### src/verilog/dlg_pkg.sv
// dlg_pkg: register map, field layout, reset values and lookup constants
// for the demodulator loop gain configuration block.
// assumes: one 100 MHz clock; 8-bit registers on a 6-bit register address.
package dlg_pkg;

  // ---------------------------------------------------------------
  // register map
  // ---------------------------------------------------------------
  localparam int          REG_AW       = 6;
  localparam int          REG_DW       = 8;
  localparam logic [5:0]  FOC_ADDR     = 6'h19;
  localparam logic [5:0]  BS_ADDR      = 6'h1A;
  localparam logic [7:0]  FOC_RESET    = 8'h36;
  localparam logic [7:0]  BS_RESET     = 8'h6C;
  localparam logic [7:0]  FOC_WMASK    = 8'h3F;
  localparam logic [7:0]  BS_WMASK     = 8'hFF;
  localparam logic [7:0]  RDATA_NONE   = 8'h00;

  // ---------------------------------------------------------------
  // field positions
  // ---------------------------------------------------------------
  localparam int FOC_GATE_BIT   = 5;
  localparam int FOC_PRE_LSB    = 3;
  localparam int FOC_POST_BIT   = 2;
  localparam int FOC_SAT_LSB    = 0;
  localparam int BS_KI_PRE_LSB  = 6;
  localparam int BS_KP_PRE_LSB  = 4;
  localparam int BS_KI_POST_BIT = 3;
  localparam int BS_KP_POST_BIT = 2;
  localparam int BS_SAT_LSB     = 0;

  // ---------------------------------------------------------------
  // gains in units of half the base gain (K/2, KI/2, KP/2)
  // ---------------------------------------------------------------
  localparam logic [3:0] GAIN_HALF  = 4'h1;
  localparam logic [3:0] GAIN_UNIT  = 4'h2;

  // saturation codes
  localparam logic [1:0] SAT_NONE   = 2'h0;
  localparam logic [1:0] SAT_LOW    = 2'h1;
  localparam logic [1:0] SAT_MID    = 2'h2;
  localparam logic [1:0] SAT_HIGH   = 2'h3;

  // frequency limit as channel bandwidth shifted right
  localparam int FSAT_SHIFT_LOW  = 3;
  localparam int FSAT_SHIFT_MID  = 2;
  localparam int FSAT_SHIFT_HIGH = 1;

  // rate limit in 1/256 of the data rate: 3.125, 6.25, 12.5 percent
  localparam logic [5:0] RSAT_LOW   = 6'h08;
  localparam logic [5:0] RSAT_MID   = 6'h10;
  localparam logic [5:0] RSAT_HIGH  = 6'h20;

  // relative carrier sense, rssi counted in half dB
  localparam int         RSSI_STEPS_PER_DB = 2;
  localparam int         REL_THR1_DB       = 6;
  localparam logic [8:0] REL_THR1_STEPS    = 9'(REL_THR1_DB * RSSI_STEPS_PER_DB);
  localparam logic [7:0] RSSI_REF_RESET    = 8'h7F;

  typedef struct packed {
    logic [3:0] freq_gain;
    logic [3:0] integral_gain;
    logic [3:0] proportional_gain;
  } dlg_gains_t;

endpackage : dlg_pkg

### src/verilog/dlg_loop_config.sv
// dlg_loop_config: loop gain registers and gain selection for the
// frequency compensation and clock recovery loops of the demodulator.
// assumes: register port, sync and carrier sense all synchronous to
// i_sys_clk; the loops themselves sit outside and consume the outputs.
//
// Function
// - With the sense gate set, both loops stay frozen until carrier sense is high; gate resets to 1.
// - Pre-sync frequency gain is K, 2K, 3K or 4K from a two-bit field reset to 10.
// - Post-sync frequency gain is the pre-sync gain or K/2 from one bit reset to 1.
// - Frequency offset saturates at none, BW/8, BW/4 or BW/2 from a field reset to 10.
// - Pre-sync integral gain is KI, 2KI, 3KI or 4KI from a two-bit field reset to 01.
// - Pre-sync proportional gain is KP, 2KP, 3KP or 4KP from a two-bit field reset to 10.
// - Post-sync integral gain is the pre-sync gain or KI/2 from one bit reset to 1.
// - Post-sync proportional gain is the pre-sync gain or KP from one bit reset to 1.
// - Data rate offset saturates at none, 3.125, 6.25 or 12.5 percent, reset to 00.
// - Relative threshold setting 1 asserts carrier sense on a 6 dB rise in rssi.
`timescale 1ns/1ns
module dlg_loop_config
  import dlg_pkg::*;
#(
  parameter int BW_W = 8
) (
  input  wire logic              i_sys_clk,
  input  wire logic              i_arst_n,
  input  wire logic [REG_AW-1:0] i_reg_addr,
  input  wire logic              i_reg_wr,
  input  wire logic              i_reg_rd,
  input  wire logic [REG_DW-1:0] i_reg_wdata,
  output logic      [REG_DW-1:0] o_reg_rdata,
  input  wire logic              i_sync_found,
  input  wire logic              i_carrier_sense,
  input  wire logic              i_rx_restart,
  input  wire logic [1:0]        i_relative_sense_threshold,
  input  wire logic [7:0]        i_rssi,
  input  wire logic              i_rssi_valid,
  input  wire logic [BW_W-1:0]   i_channel_bandwidth,
  output logic                   o_loops_freeze,
  output logic                   o_sense,
  output dlg_gains_t             o_gains,
  output logic      [BW_W-1:0]   o_freq_sat_limit,
  output logic      [5:0]        o_rate_sat_lim
);

  if (BW_W < 4) begin : g_bw_check
    $error("dlg_loop_config: BW_W must be at least 4");
  end

  // ---------------------------------------------------------------
  // register file
  // ---------------------------------------------------------------
  logic [REG_DW-1:0] foc_q, foc_d;
  logic [REG_DW-1:0] bs_q, bs_d;
  logic [REG_DW-1:0] rdata_d;

  always_comb begin
    foc_d   = foc_q;
    bs_d    = bs_q;
    rdata_d = o_reg_rdata;
    if (i_reg_wr && i_reg_addr == FOC_ADDR) begin
      foc_d = i_reg_wdata & FOC_WMASK;
    end
    if (i_reg_wr && i_reg_addr == BS_ADDR) begin
      bs_d = i_reg_wdata & BS_WMASK;
    end
    if (i_reg_rd) begin
      unique case (i_reg_addr)
        FOC_ADDR: rdata_d = foc_q & FOC_WMASK;
        BS_ADDR:  rdata_d = bs_q;
        default:  rdata_d = RDATA_NONE;
      endcase
    end
  end

  always_ff @(posedge i_sys_clk or negedge i_arst_n) begin
    if (!i_arst_n) begin
      foc_q       <= FOC_RESET;
      bs_q        <= BS_RESET;
      o_reg_rdata <= RDATA_NONE;
    end else begin
      foc_q       <= foc_d;
      bs_q        <= bs_d;
      o_reg_rdata <= rdata_d;
    end
  end

  // ---------------------------------------------------------------
  // relative carrier sense
  // ---------------------------------------------------------------
  // baseline is the lowest rssi seen since the last restart; a noise
  // floor that drifts upward is not tracked, restart to re-arm.
  logic [7:0]        rssi_ref_q, rssi_ref_d;
  logic              rel_q, rel_d;
  logic signed [8:0] rssi_rise;
  logic              rel_hit;

  always_comb begin
    rssi_rise  = $signed({i_rssi[7], i_rssi}) - $signed({rssi_ref_q[7], rssi_ref_q});
    rel_hit    = (i_relative_sense_threshold == SAT_LOW)
               && (rssi_rise >= $signed(REL_THR1_STEPS));
    rssi_ref_d = rssi_ref_q;
    rel_d      = rel_q;
    if (i_rx_restart) begin
      rssi_ref_d = RSSI_REF_RESET;
      rel_d      = 1'b0;
    end else if (i_rssi_valid) begin
      if ($signed(i_rssi) < $signed(rssi_ref_q)) begin
        rssi_ref_d = i_rssi;
      end
      rel_d = rel_q | rel_hit;
    end
  end

  always_ff @(posedge i_sys_clk or negedge i_arst_n) begin
    if (!i_arst_n) begin
      rssi_ref_q <= RSSI_REF_RESET;
      rel_q      <= 1'b0;
    end else begin
      rssi_ref_q <= rssi_ref_d;
      rel_q      <= rel_d;
    end
  end

  // ---------------------------------------------------------------
  // gain selection and saturation
  // ---------------------------------------------------------------
  logic       sense_now;
  logic       freeze_d, sense_d;
  dlg_gains_t gains_d;
  logic [3:0] foc_pre_x, ki_pre_x, kp_pre_x;
  logic [BW_W-1:0] fsat_d;
  logic [5:0] rsat_d;

  always_comb begin
    sense_now = i_carrier_sense | rel_q;
    sense_d   = sense_now;
    freeze_d  = foc_q[FOC_GATE_BIT] & ~sense_now;
    foc_pre_x = {1'b0, foc_q[FOC_PRE_LSB +: 2], 1'b0} + GAIN_UNIT;
    ki_pre_x  = {1'b0, bs_q[BS_KI_PRE_LSB +: 2], 1'b0} + GAIN_UNIT;
    kp_pre_x  = {1'b0, bs_q[BS_KP_PRE_LSB +: 2], 1'b0} + GAIN_UNIT;
    gains_d.freq_gain         = foc_pre_x;
    gains_d.integral_gain     = ki_pre_x;
    gains_d.proportional_gain = kp_pre_x;
    if (i_sync_found) begin
      if (foc_q[FOC_POST_BIT]) gains_d.freq_gain = GAIN_HALF;
      if (bs_q[BS_KI_POST_BIT]) gains_d.integral_gain = GAIN_HALF;
      if (bs_q[BS_KP_POST_BIT]) gains_d.proportional_gain = GAIN_UNIT;
    end
    unique case (foc_q[FOC_SAT_LSB +: 2])
      SAT_LOW:  fsat_d = i_channel_bandwidth >> FSAT_SHIFT_LOW;
      SAT_MID:  fsat_d = i_channel_bandwidth >> FSAT_SHIFT_MID;
      SAT_HIGH: fsat_d = i_channel_bandwidth >> FSAT_SHIFT_HIGH;
      SAT_NONE: fsat_d = '0;
    endcase
    unique case (bs_q[BS_SAT_LSB +: 2])
      SAT_LOW:  rsat_d = RSAT_LOW;
      SAT_MID:  rsat_d = RSAT_MID;
      SAT_HIGH: rsat_d = RSAT_HIGH;
      SAT_NONE: rsat_d = '0;
    endcase
  end

  // ook needs zero frequency saturation; software owns that, nothing checked here
  always_ff @(posedge i_sys_clk or negedge i_arst_n) begin
    if (!i_arst_n) begin
      o_loops_freeze   <= 1'b0;
      o_sense          <= 1'b0;
      o_gains          <= '0;
      o_freq_sat_limit <= '0;
      o_rate_sat_lim   <= '0;
    end else begin
      o_loops_freeze   <= freeze_d;
      o_sense          <= sense_d;
      o_gains          <= gains_d;
      o_freq_sat_limit <= fsat_d;
      o_rate_sat_lim   <= rsat_d;
    end
  end

  // ---------------------------------------------------------------
  // assertions
  // ---------------------------------------------------------------
  // checks arm one edge after reset release: outputs launched on the
  // release edge itself still carry reset values, not the configuration
  logic chk_live_q, chk_live_d;

  always_comb begin
    chk_live_d = 1'b1;
  end

  always_ff @(posedge i_sys_clk or negedge i_arst_n) begin
    if (!i_arst_n) begin
      chk_live_q <= 1'b0;
    end else begin
      chk_live_q <= chk_live_d;
    end
  end
endmodule : dlg_loop_config

### config.mk
export PLATFORM = sky130hd
export DESIGN_NAME = dlg_loop_config
export DESIGN_NICKNAME = d
export VERILOG_FILES = /design/src/verilog/dlg_pkg.sv /design/src/verilog/dlg_loop_config.sv
export SDC_FILE = /design/constraint.sdc
export NUM_CORES = 1
export LEC_CHECK = 0
export ABC_CLOCK_PERIOD_IN_PS = 2700
export BUFFER_PORTS_ARGS = -buffer_cell sky130_fd_sc_hd__buf_2
export CAP_MARGIN = 20
export CORE_ASPECT_RATIO = 1.5
export CORE_MARGIN = 2
export CORE_UTILIZATION = 50
export DETAILED_ROUTE_END_ITERATION = 10
export PLACE_DENSITY = 0.76
export SYNTH_ARGS = -nofsm -noshare
export SYNTH_HDL_FRONTEND = slang
export SYNTH_SLANG_ARGS = --single-unit
export TNS_END_PERCENT = 100
### constraint.sdc
create_clock -name i_sys_clk -period 2.7 [get_ports i_sys_clk]
set_input_delay 0 -clock i_sys_clk [delete_from_list [all_inputs] [get_ports i_sys_clk]]
set_output_delay 0 -clock i_sys_clk [all_outputs]
set_load 0.02 [all_outputs]
# Word-level counts from Yosys, hierarchy flattened
# Index checks and enable logic that the tools add are counted.
[word_totals]
ram_bits = 0
regBits = 59
mem_bits_ro = 0
input_bits = 40
n_memories = 0
word_cells = 51
latch_bits = 0
[op_classes]
n_reduce_logical = 8
mux = 12
n_lt_le_gt_ge = 2
shift = 0
bitwise = 4
div = 0
n_addsub = 4
multipliers = 0
eq_ne = 9
[op_table]
columns = ["operator", "n"]
rows = [
  ["8-bit case mux with 4 select lines", 1],
  ["8-bit 2-to-1 mux", 3],
  ["6-bit case mux with 4 select lines", 1],
  ["8-bit case mux with 2 select lines", 1],
  ["3-bit by 2-bit adder with 4-bit output, second input constant", 3],
  ["6-bit by 5-bit equality test with 1-bit output, second input constant", 2],
  ["12-bit 2-to-1 mux", 1],
  ["4-bit 2-to-1 mux", 3],
  ["9-bit by 5-bit greater-or-equal comparator with 1-bit output, second input constant", 1],
  ["8-bit by 8-bit subtractor with 9-bit output", 1],
  ["2-bit equality test, second input constant", 4],
  ["8-bit less-than comparator", 1],
  ["2-bit by 1-bit equality test with 1-bit output, second input constant", 3],
  ["2-bit logical NOT", 2],
  ["2-bit nonzero test", 2],
  ["1-bit logical AND", 3],
  ["1-bit 2-to-1 mux", 2],
  ["1-bit bitwise OR", 2],
  ["2-bit AND reduction", 1],
  ["1-bit AND", 1],
  ["1-bit inverter", 1],
]

# Depth between registers and ports, before layout
# Gate-level depths: netlist (run 1).
[depth]
ltp_word = 6
depth_mapped = 9
depth_no_buf = 9

# Worst setup path after synthesis (run 1)
# OpenSTA, ideal clock, no wires.
[synth_timing]
path_kind = "flip-flop to flip-flop"
from = "reg rssi_ref_q[2]"
to = "reg rel_q"
arrival_ns = 1.853
n_path_buf = 0
setup_ns = 0.136
slack_ns = 0.711
synth_period_minus_slack_ns = 1.989
stages_incl_launch_ff = 9
path_cell_list = "dfstp_2 inv_1 ha_1 nor2b_4 or3_1 a21oi_1 nor2_1 a2111oi_0 a31oi_1"
[synth_via]
elab_chain_len = 6
[synth_rtl]
columns = ["item", "line_no", "source"]
rows = [
  ["from (decl)", "dlg_loop_config.sv:91", "logic [7:0] rssi_ref_q, rssi_ref_d;"],
  ["from (signal assigned)", "dlg_loop_config.sv:118", "rssi_ref_q <= rssi_ref_d;"],
  ["8-bit by 8-bit subtractor with 9-bit output", "dlg_loop_config.sv:97", "rssi_rise = $signed({i_rssi[7], i_rssi}) - $signed({rssi_ref_q[7], rssi_ref_q});"],
  ["9-bit by 5-bit greater-or-equal comparator with 1-bit output", "dlg_loop_config.sv:99", "&& (rssi_rise >= $signed(REL_THR1_STEPS));"],
  ["1-bit logical AND", "dlg_loop_config.sv:99", ""],
  ["1-bit bitwise OR", "dlg_loop_config.sv:109", "rel_d = rel_q | rel_hit;"],
  ["1-bit 2-to-1 mux", "dlg_loop_config.sv:105", "end else if (i_rssi_valid) begin"],
  ["1-bit 2-to-1 mux", "dlg_loop_config.sv:102", "if (i_rx_restart) begin"],
  ["to (signal assigned)", "dlg_loop_config.sv:119", "rel_q <= rel_d;"],
  ["to (decl)", "dlg_loop_config.sv:92", "logic rel_q, rel_d;"],
]
# No other way between the ends. The select of a mux whose other input is x is not followed.
# A chain may end at the register's enable or synchronous reset.

# Worst setup path in the final report (run 1)
[layout_timing]
from = "reg rssi_ref_q[0]"
to = "reg rel_q"
# Same word-level chain as after synthesis.

==> results_dict.tcl, run 1 <==
set metrics [dict create \
    slowest_stage "dfstp_2" \
    die_x_um 63.8 \
    via_per_inst 5.02 \
    cts_max_path_buffers 2 \
    wl_um 5290 \
    cts_root_buf "clkbuf_8" \
    clkSlewWorstSetupHoldPaths_ns 0.09 \
    slew_violations 0 \
    antenna_found_initial 0 \
    num_vias 1994 \
    setup_ws_ns 0.464 \
    initialDrtViolationCount 49 \
    clock.fmax_ghz 0.447 \
    finalNonFillerCells 397 \
    cts_tree "done" \
    powerDensity_mw_per_mm2 575 \
    rsz0062_at_grt "no" \
    htreeDepth 2 \
    min_to "rssi_ref_q[7]" \
    grt_max_degree 34 \
    layout-drive-gt1-share 0.386 \
    holdPathStages 3 \
    yosys_warnings 0 \
    final_common_cell "buf_2" \
    synth_seq_cells 54 \
    place.port_buffers 69 \
    syn_area_mm2 0.00268 \
    gp_congestion 0.750 \
    place_ws_ns 0.492 \
    drc 0 \
    peakVddDrop_mv 0.401 \
    async_reset_ff_frac 1.00 \
    fin_nets 381 \
    clock_latency_ns 0.30 \
    ctsResizeCount 0 \
    initial_core_util 0.519 \
    worstPathArrival_ns 2.40 \
    min-delay-start "i_rssi[7]" \
    hpwl_um 4000 \
    hold_path.class "in -> reg" \
    syn-instance-count 234 \
    hold_ws_ns -0.00575 \
    multi_input_area_mm2 0.00120 \
    cpLargestDelayFamily "compound AO/OA/AOI/OAI gates" \
    firstDrtPassIters 6 \
    die_area_mm2 0.00598 \
    syn_area_per_cell_um2 11.5 \
    drtAntennaViolNets 0 \
    wl_met2_um 2910 \
    hold_viol_final 1 \
    num_io_pins 76 \
    yosys.cell_types.count 47 \
    row_count 32 \
    route.met3.wl_um 133 \
    worst_slew_pin_slew_ns 0.722 \
    max_cap_viol_count 0 \
    ys_dominant_reg_cell "dfrtp_1" \
    r2r-end "rel_q" \
    synth_edf_count 0 \
    wl_met1_um 2160 \
    start_kind "register" \
    power_leakage_nw 1.71 \
    relSlewSlack 0.519 \
    violations "hold timing" \
    critPathLaunch "rssi_ref_q[0]" \
    path_buf_inv 0 \
    routedWlPerCell_um 13.3 \
    max_stage_delay_ns 0.54 \
    grt_pass1_vias 2058 \
    numCtsBuffers 5 \
    diodes 0 \
    grt_pass1_wl_um 8910 \
    r2r_cells 8 \
    mostFrequentLayoutCells "buf_2 (69), dfrtp_1 (39), dlygate4sd3_1 (23)" \
    reg2reg_from "rssi_ref_q[0]" \
    end_kind "register" \
    fin_crit_sh 0.828 \
    highest_layer "met4" \
    ctsHoldBuffers 23 \
    place_inst 366 \
    critical_path.max_fanout 3 \
    fin_skew_ns 0.00795 \
    fin_crit_ns 2.24 \
    regToRegSetupSlack_ns 0.46 \
    seq_area_frac_synth 0.511 \
    critPathKind "reg -> reg" \
    cts_sinks 54 \
    gr-total-overflow 0 \
    setup_violations 0 \
    post_cts_buffers 0 \
    area_delta_synth_final_pct 27.3 \
    crit_chain "ha_1 > fa_1 > nor2b_4 > or3_1 > a21oi_1 > nor2_1 > a2111oi_0 > a31oi_1" \
    regArea_mm2 0.00137 \
    status "finished with violations" \
    nFillCells 418 \
    tns_ns 0 \
    die_h_um 93.7 \
    grtUsageTotal 0.190 \
    coreArea_mm2 0.00516 \
    cp.required_ns 2.87 \
]
## logic make-up after synthesis
| family | after synthesis | synth area share |
|---|---|---|
| and+or+nand+nor | 69 | 0.158 |
| buffers and inverters | 27 | 0.0476 |
| muxes | 19 | 0.0784 |
| adders and majority gates | 13 | 0.0634 |
| AOI/OAI and AO/OA | 49 | 0.134 |
| other | 1 | 0.00140 |
| xor gates and xnor gates | 2 | 0.00653 |
| DFF | 54 | 0.511 |
## Yosys cell counts, types with 4 or more instances
| master | n | share of area |
|---|---|---|
| dfrtp_1 | 39 | 0.36 |
| a211o_2 | 5 | 0.019 |
| and2_1 | 6 | 0.014 |
| a21oi_1 | 13 | 0.024 |
| nand2_1 | 11 | 0.015 |
| buf_4 | 5 | 0.014 |
| ha_1 | 12 | 0.056 |
| mux2_2 | 16 | 0.067 |
| clkbuf_1 | 4 | 0.0056 |
| nor2b_1 | 9 | 0.021 |
| nor2_1 | 22 | 0.031 |
| o21ai_0 | 9 | 0.017 |
| dfstp_2 | 15 | 0.15 |
| inv_1 | 16 | 0.022 |
| a22oi_1 | 6 | 0.017 |
| nand2b_1 | 4 | 0.0093 |
## power by group
| group | internal (W) | switching, W | total, W |
|---|---|---|---|
| sequential | 0.000918 | 0.0000545 | 0.000972 |
| clock | 0.000277 | 0.000244 | 0.000521 |
| combinational | 0.000212 | 0.000259 | 0.000471 |
## sequential cells by signal, summed over array words and instances (netlist names)
signal and flops:
o_sense 1, rssi_ref_q 8, foc_q 6, rel_q 1, o_freq_sat_limit 7, bs_q 8, o_loops_freeze 1, o_reg_rdata 8
o_rate_sat_lim 3, o_gains 11
## worst register-to-register path, delay by kind of cell (launching register included)
family / cells / cell delay [ns]
compound gates: 3 / 0.71
flops: 1 / 0.54
fa+ha+maj: 2 / 0.44
simple gates: 3 / 0.41
## layout make-up
type	instances	share of cell area
tap	68	0.0249
clock inverter	2	0.0110
timing repair buffer	94	0.173
inverter	16	0.0176
multi-input combinational	157	0.351
sequential	54	0.401
clock buffer	6	0.0212
## worst max path at each step
stage | endpoint | slack, ns | cells after the start
finish | rel_q | 0.46 | 8
global route | rel_q | 0.33 | 8
CTS | rel_q | 0.46 | 8
detailed placement | rel_q | 0.49 | 8
global placement | rel_q | 0.48 | 8
floorplan | rel_q | 0.71 | 8
## metal layers
metal  global-route usage  vias up
li1                     -      980
met1                0.215      966
met2                0.363       43
met3               0.0228        5
met4               0.0616        0
met5                    0        -
## through the flow
step | power [W] | utilization | hold slack, ns | instance area, µm²
2_1_floorplan | 0.00129 | - | -0.296 | 2700
3_3_place_gp | 0.00142 | 0.595 | 0.101 | 3080
3_5_place_dp | 0.00144 | 0.595 | 0.103 | 3080
4_1_cts | 0.00199 | 0.661 | 0.00105 | 3420
5_1_grt | 0.00208 | 0.661 | 0.00466 | 3420
6_report | 0.00196 | 0.661 | -0.00575 | 3420
Note: power is estimated with default switching activity, not from simulation.
==> inputs of run 2 (changes only) <==
ABC_CLOCK_PERIOD_IN_PS = 2200   (was 2700)
clock period = 2.2 ns   (was 2.7 ns; I/O delays follow)
==> run 2 against run 1 <==
Against the previous run: the run now ends clean; critical path depth did not move; register-to-register slack got worse by 0.35 ns; setup slack got worse by 0.35 ns; clock power is 49% higher; non-clock buffer count up 3; combinational power rose by 31%; flip-flop and latch count unchanged; wire length rose by 3.3%; via count up 2.0%; critical path type unchanged; critical endpoint is now rssi_ref_q[0]; largest cell class unchanged; largest power group unchanged.
==> results_dict.tcl, run 2 (same netlist as run 1, synthesis figures left out) <==
set metrics [dict create \
    intPower_w 0.00187 \
    largest_reg_flops 11 \
    switching_share 0.277 \
    max_cap_viol_count 0 \
    initial_core_util 0.519 \
    grt_max_degree 55 \
    seq_power_share 0.462 \
    setup_violations 0 \
    grt_pass1_vias 1920 \
    cts_root_buf "clkbuf_8" \
    final_common_cell "buf_2" \
    switchingPower_w 0.000715 \
    place.port_buffers 69 \
    clkSlewWorstSetupHoldPaths_ns 0.09 \
    power_leakage_nw 1.75 \
    num_vias 2033 \
    htreeDepth 2 \
    highest_layer "met4" \
    drtAntennaViolNets 0 \
    power_frac_comb 0.238 \
    wl_met1_um 2180 \
    clock.fmax_ghz 0.480 \
    design_area_mm2 0.00352 \
    finalNonFillerCells 400 \
    wl_met2_um 2990 \
    max_flop_register "o_gains" \
    wl_um 5460 \
    powerDensity_mw_per_mm2 734 \
    gr-total-overflow 0 \
    tns_ns 0 \
    clock_latency_ns 0.30 \
    antenna_found_initial 0 \
    die_x_um 63.8 \
    grtUsageTotal 0.190 \
    start_kind "register" \
    routedWlPerCell_um 13.7 \
    fin_crit_sh 0.947 \
    coreArea_mm2 0.00516 \
    cts_max_path_buffers 2 \
    rsz0062_at_grt "no" \
    drc 0 \
    cts_sinks 54 \
    cts_tree "done" \
    end_kind "register" \
    area_delta_synth_final_pct 31.1 \
    post_cts_buffers 0 \
    worstPathArrival_ns 2.32 \
    critical_path.max_fanout 15 \
    route.met3.wl_um 202 \
    num_io_pins 76 \
    numCtsBuffers 5 \
    clkPwrFrac 0.300 \
    grt_pass1_wl_um 8680 \
    nFillCells 430 \
    diodes 0 \
    die_h_um 93.7 \
    status "completed" \
    peakVddDrop_mv 0.539 \
    hold_path.class "in -> reg" \
    cp.required_ns 2.44 \
    critPathKind "reg -> reg" \
    die_area_mm2 0.00598 \
    gp_congestion 0.817 \
    row_count 32 \
    total_power_w 0.00258 \
    fin_crit_ns 2.08 \
    hold_viol_final 0 \
    hpwl_um 3890 \
    place_inst 367 \
    fin_skew_ns 0.00491 \
    dpl_cell_area_mm2 0.00311 \
    firstDrtPassIters 4 \
    mostFrequentLayoutCells "buf_2 (69), dfrtp_1 (39), dlygate4sd3_1 (25)" \
    initialDrtViolationCount 106 \
    via_per_inst 5.08 \
    fin_nets 384 \
    layout-drive-gt1-share 0.398 \
    slew_violations 0 \
]
[run 2: path summary, 6_finish.rpt]
path                                        startpoint                   to  slack (ns)  depth (start not counted)
worst min-delay path            i_channel_bandwidth[5]  o_freq_sat_limit[3]        0.02                          3
worst min register to register                 bs_q[0]    o_rate_sat_lim[4]        0.48                          1
max in group asynchronous                     i_arst_n             foc_q[1]        1.69                          3
worst max register to register           rssi_ref_q[1]        rssi_ref_q[0]        0.12                          8
min in group asynchronous                     i_arst_n          o_gains[10]        0.21                          3
worst max-delay path                     rssi_ref_q[1]        rssi_ref_q[0]        0.12                          8
[run 2: cell type report]
class / count / area (µm²) / share of cell area
clock buffers: 5 / 68.8 / 0.0196
clock inverters: 3 / 68.8 / 0.0196
inverters: 16 / 60.1 / 0.0171
multi-input cells: 157 / 1220 / 0.347
flip-flops and latches: 54 / 1370 / 0.390
well taps: 68 / 85.1 / 0.0242
repair buffers: 97 / 643 / 0.183
[run 2: metal layers]
metal,track usage,vias to the layer above
met1,0.219,980
li1,-,994
met3,0.0276,8
met5,0,-
met4,0.0725,0
met2,0.351,51
[run 2: worst max-delay path: stages, from the launching register on]
cell      delay [ns]
dfstp_2         0.55
inv_1           0.05
ha_1            0.30
a21oi_2         0.23
o221ai_2        0.18
a21oi_4         0.20
buf_12          0.16
nor2b_1         0.05
a211o_2         0.29
[run 2: power groups by stage]
stage	Sequential, W	Combinational, W	Clock (W)
floorplan	0.00127	0.000314	0
global route	0.00121	0.000680	0.000832
finish	0.00119	0.000615	0.000775
detailed placement	0.00121	0.000569	0
CTS	0.00119	0.000607	0.000792
global placement	0.00121	0.000553	0
[run 2: timing repair]
action                                 in CTS  in global routing
hold buffers                               25                  0
endpoints found under the hold margin      86                  0
resized for setup                           0                  4
setup endpoints to repair                   0                  1
[run 2: stage by stage]
step / hold slack [ns] / util / setup WS [ns]
final: 0.0204 / 0.681 / 0.116
after global routing: 0.0546 / 0.681 / 0.0250
after CTS: 0.0137 / 0.677 / 0.0938
after detailed placement: 0.0168 / 0.602 / 0.108
after global placement: 0.0118 / 0.602 / 0.0903
after floorplan: -0.296 / - / 0.211
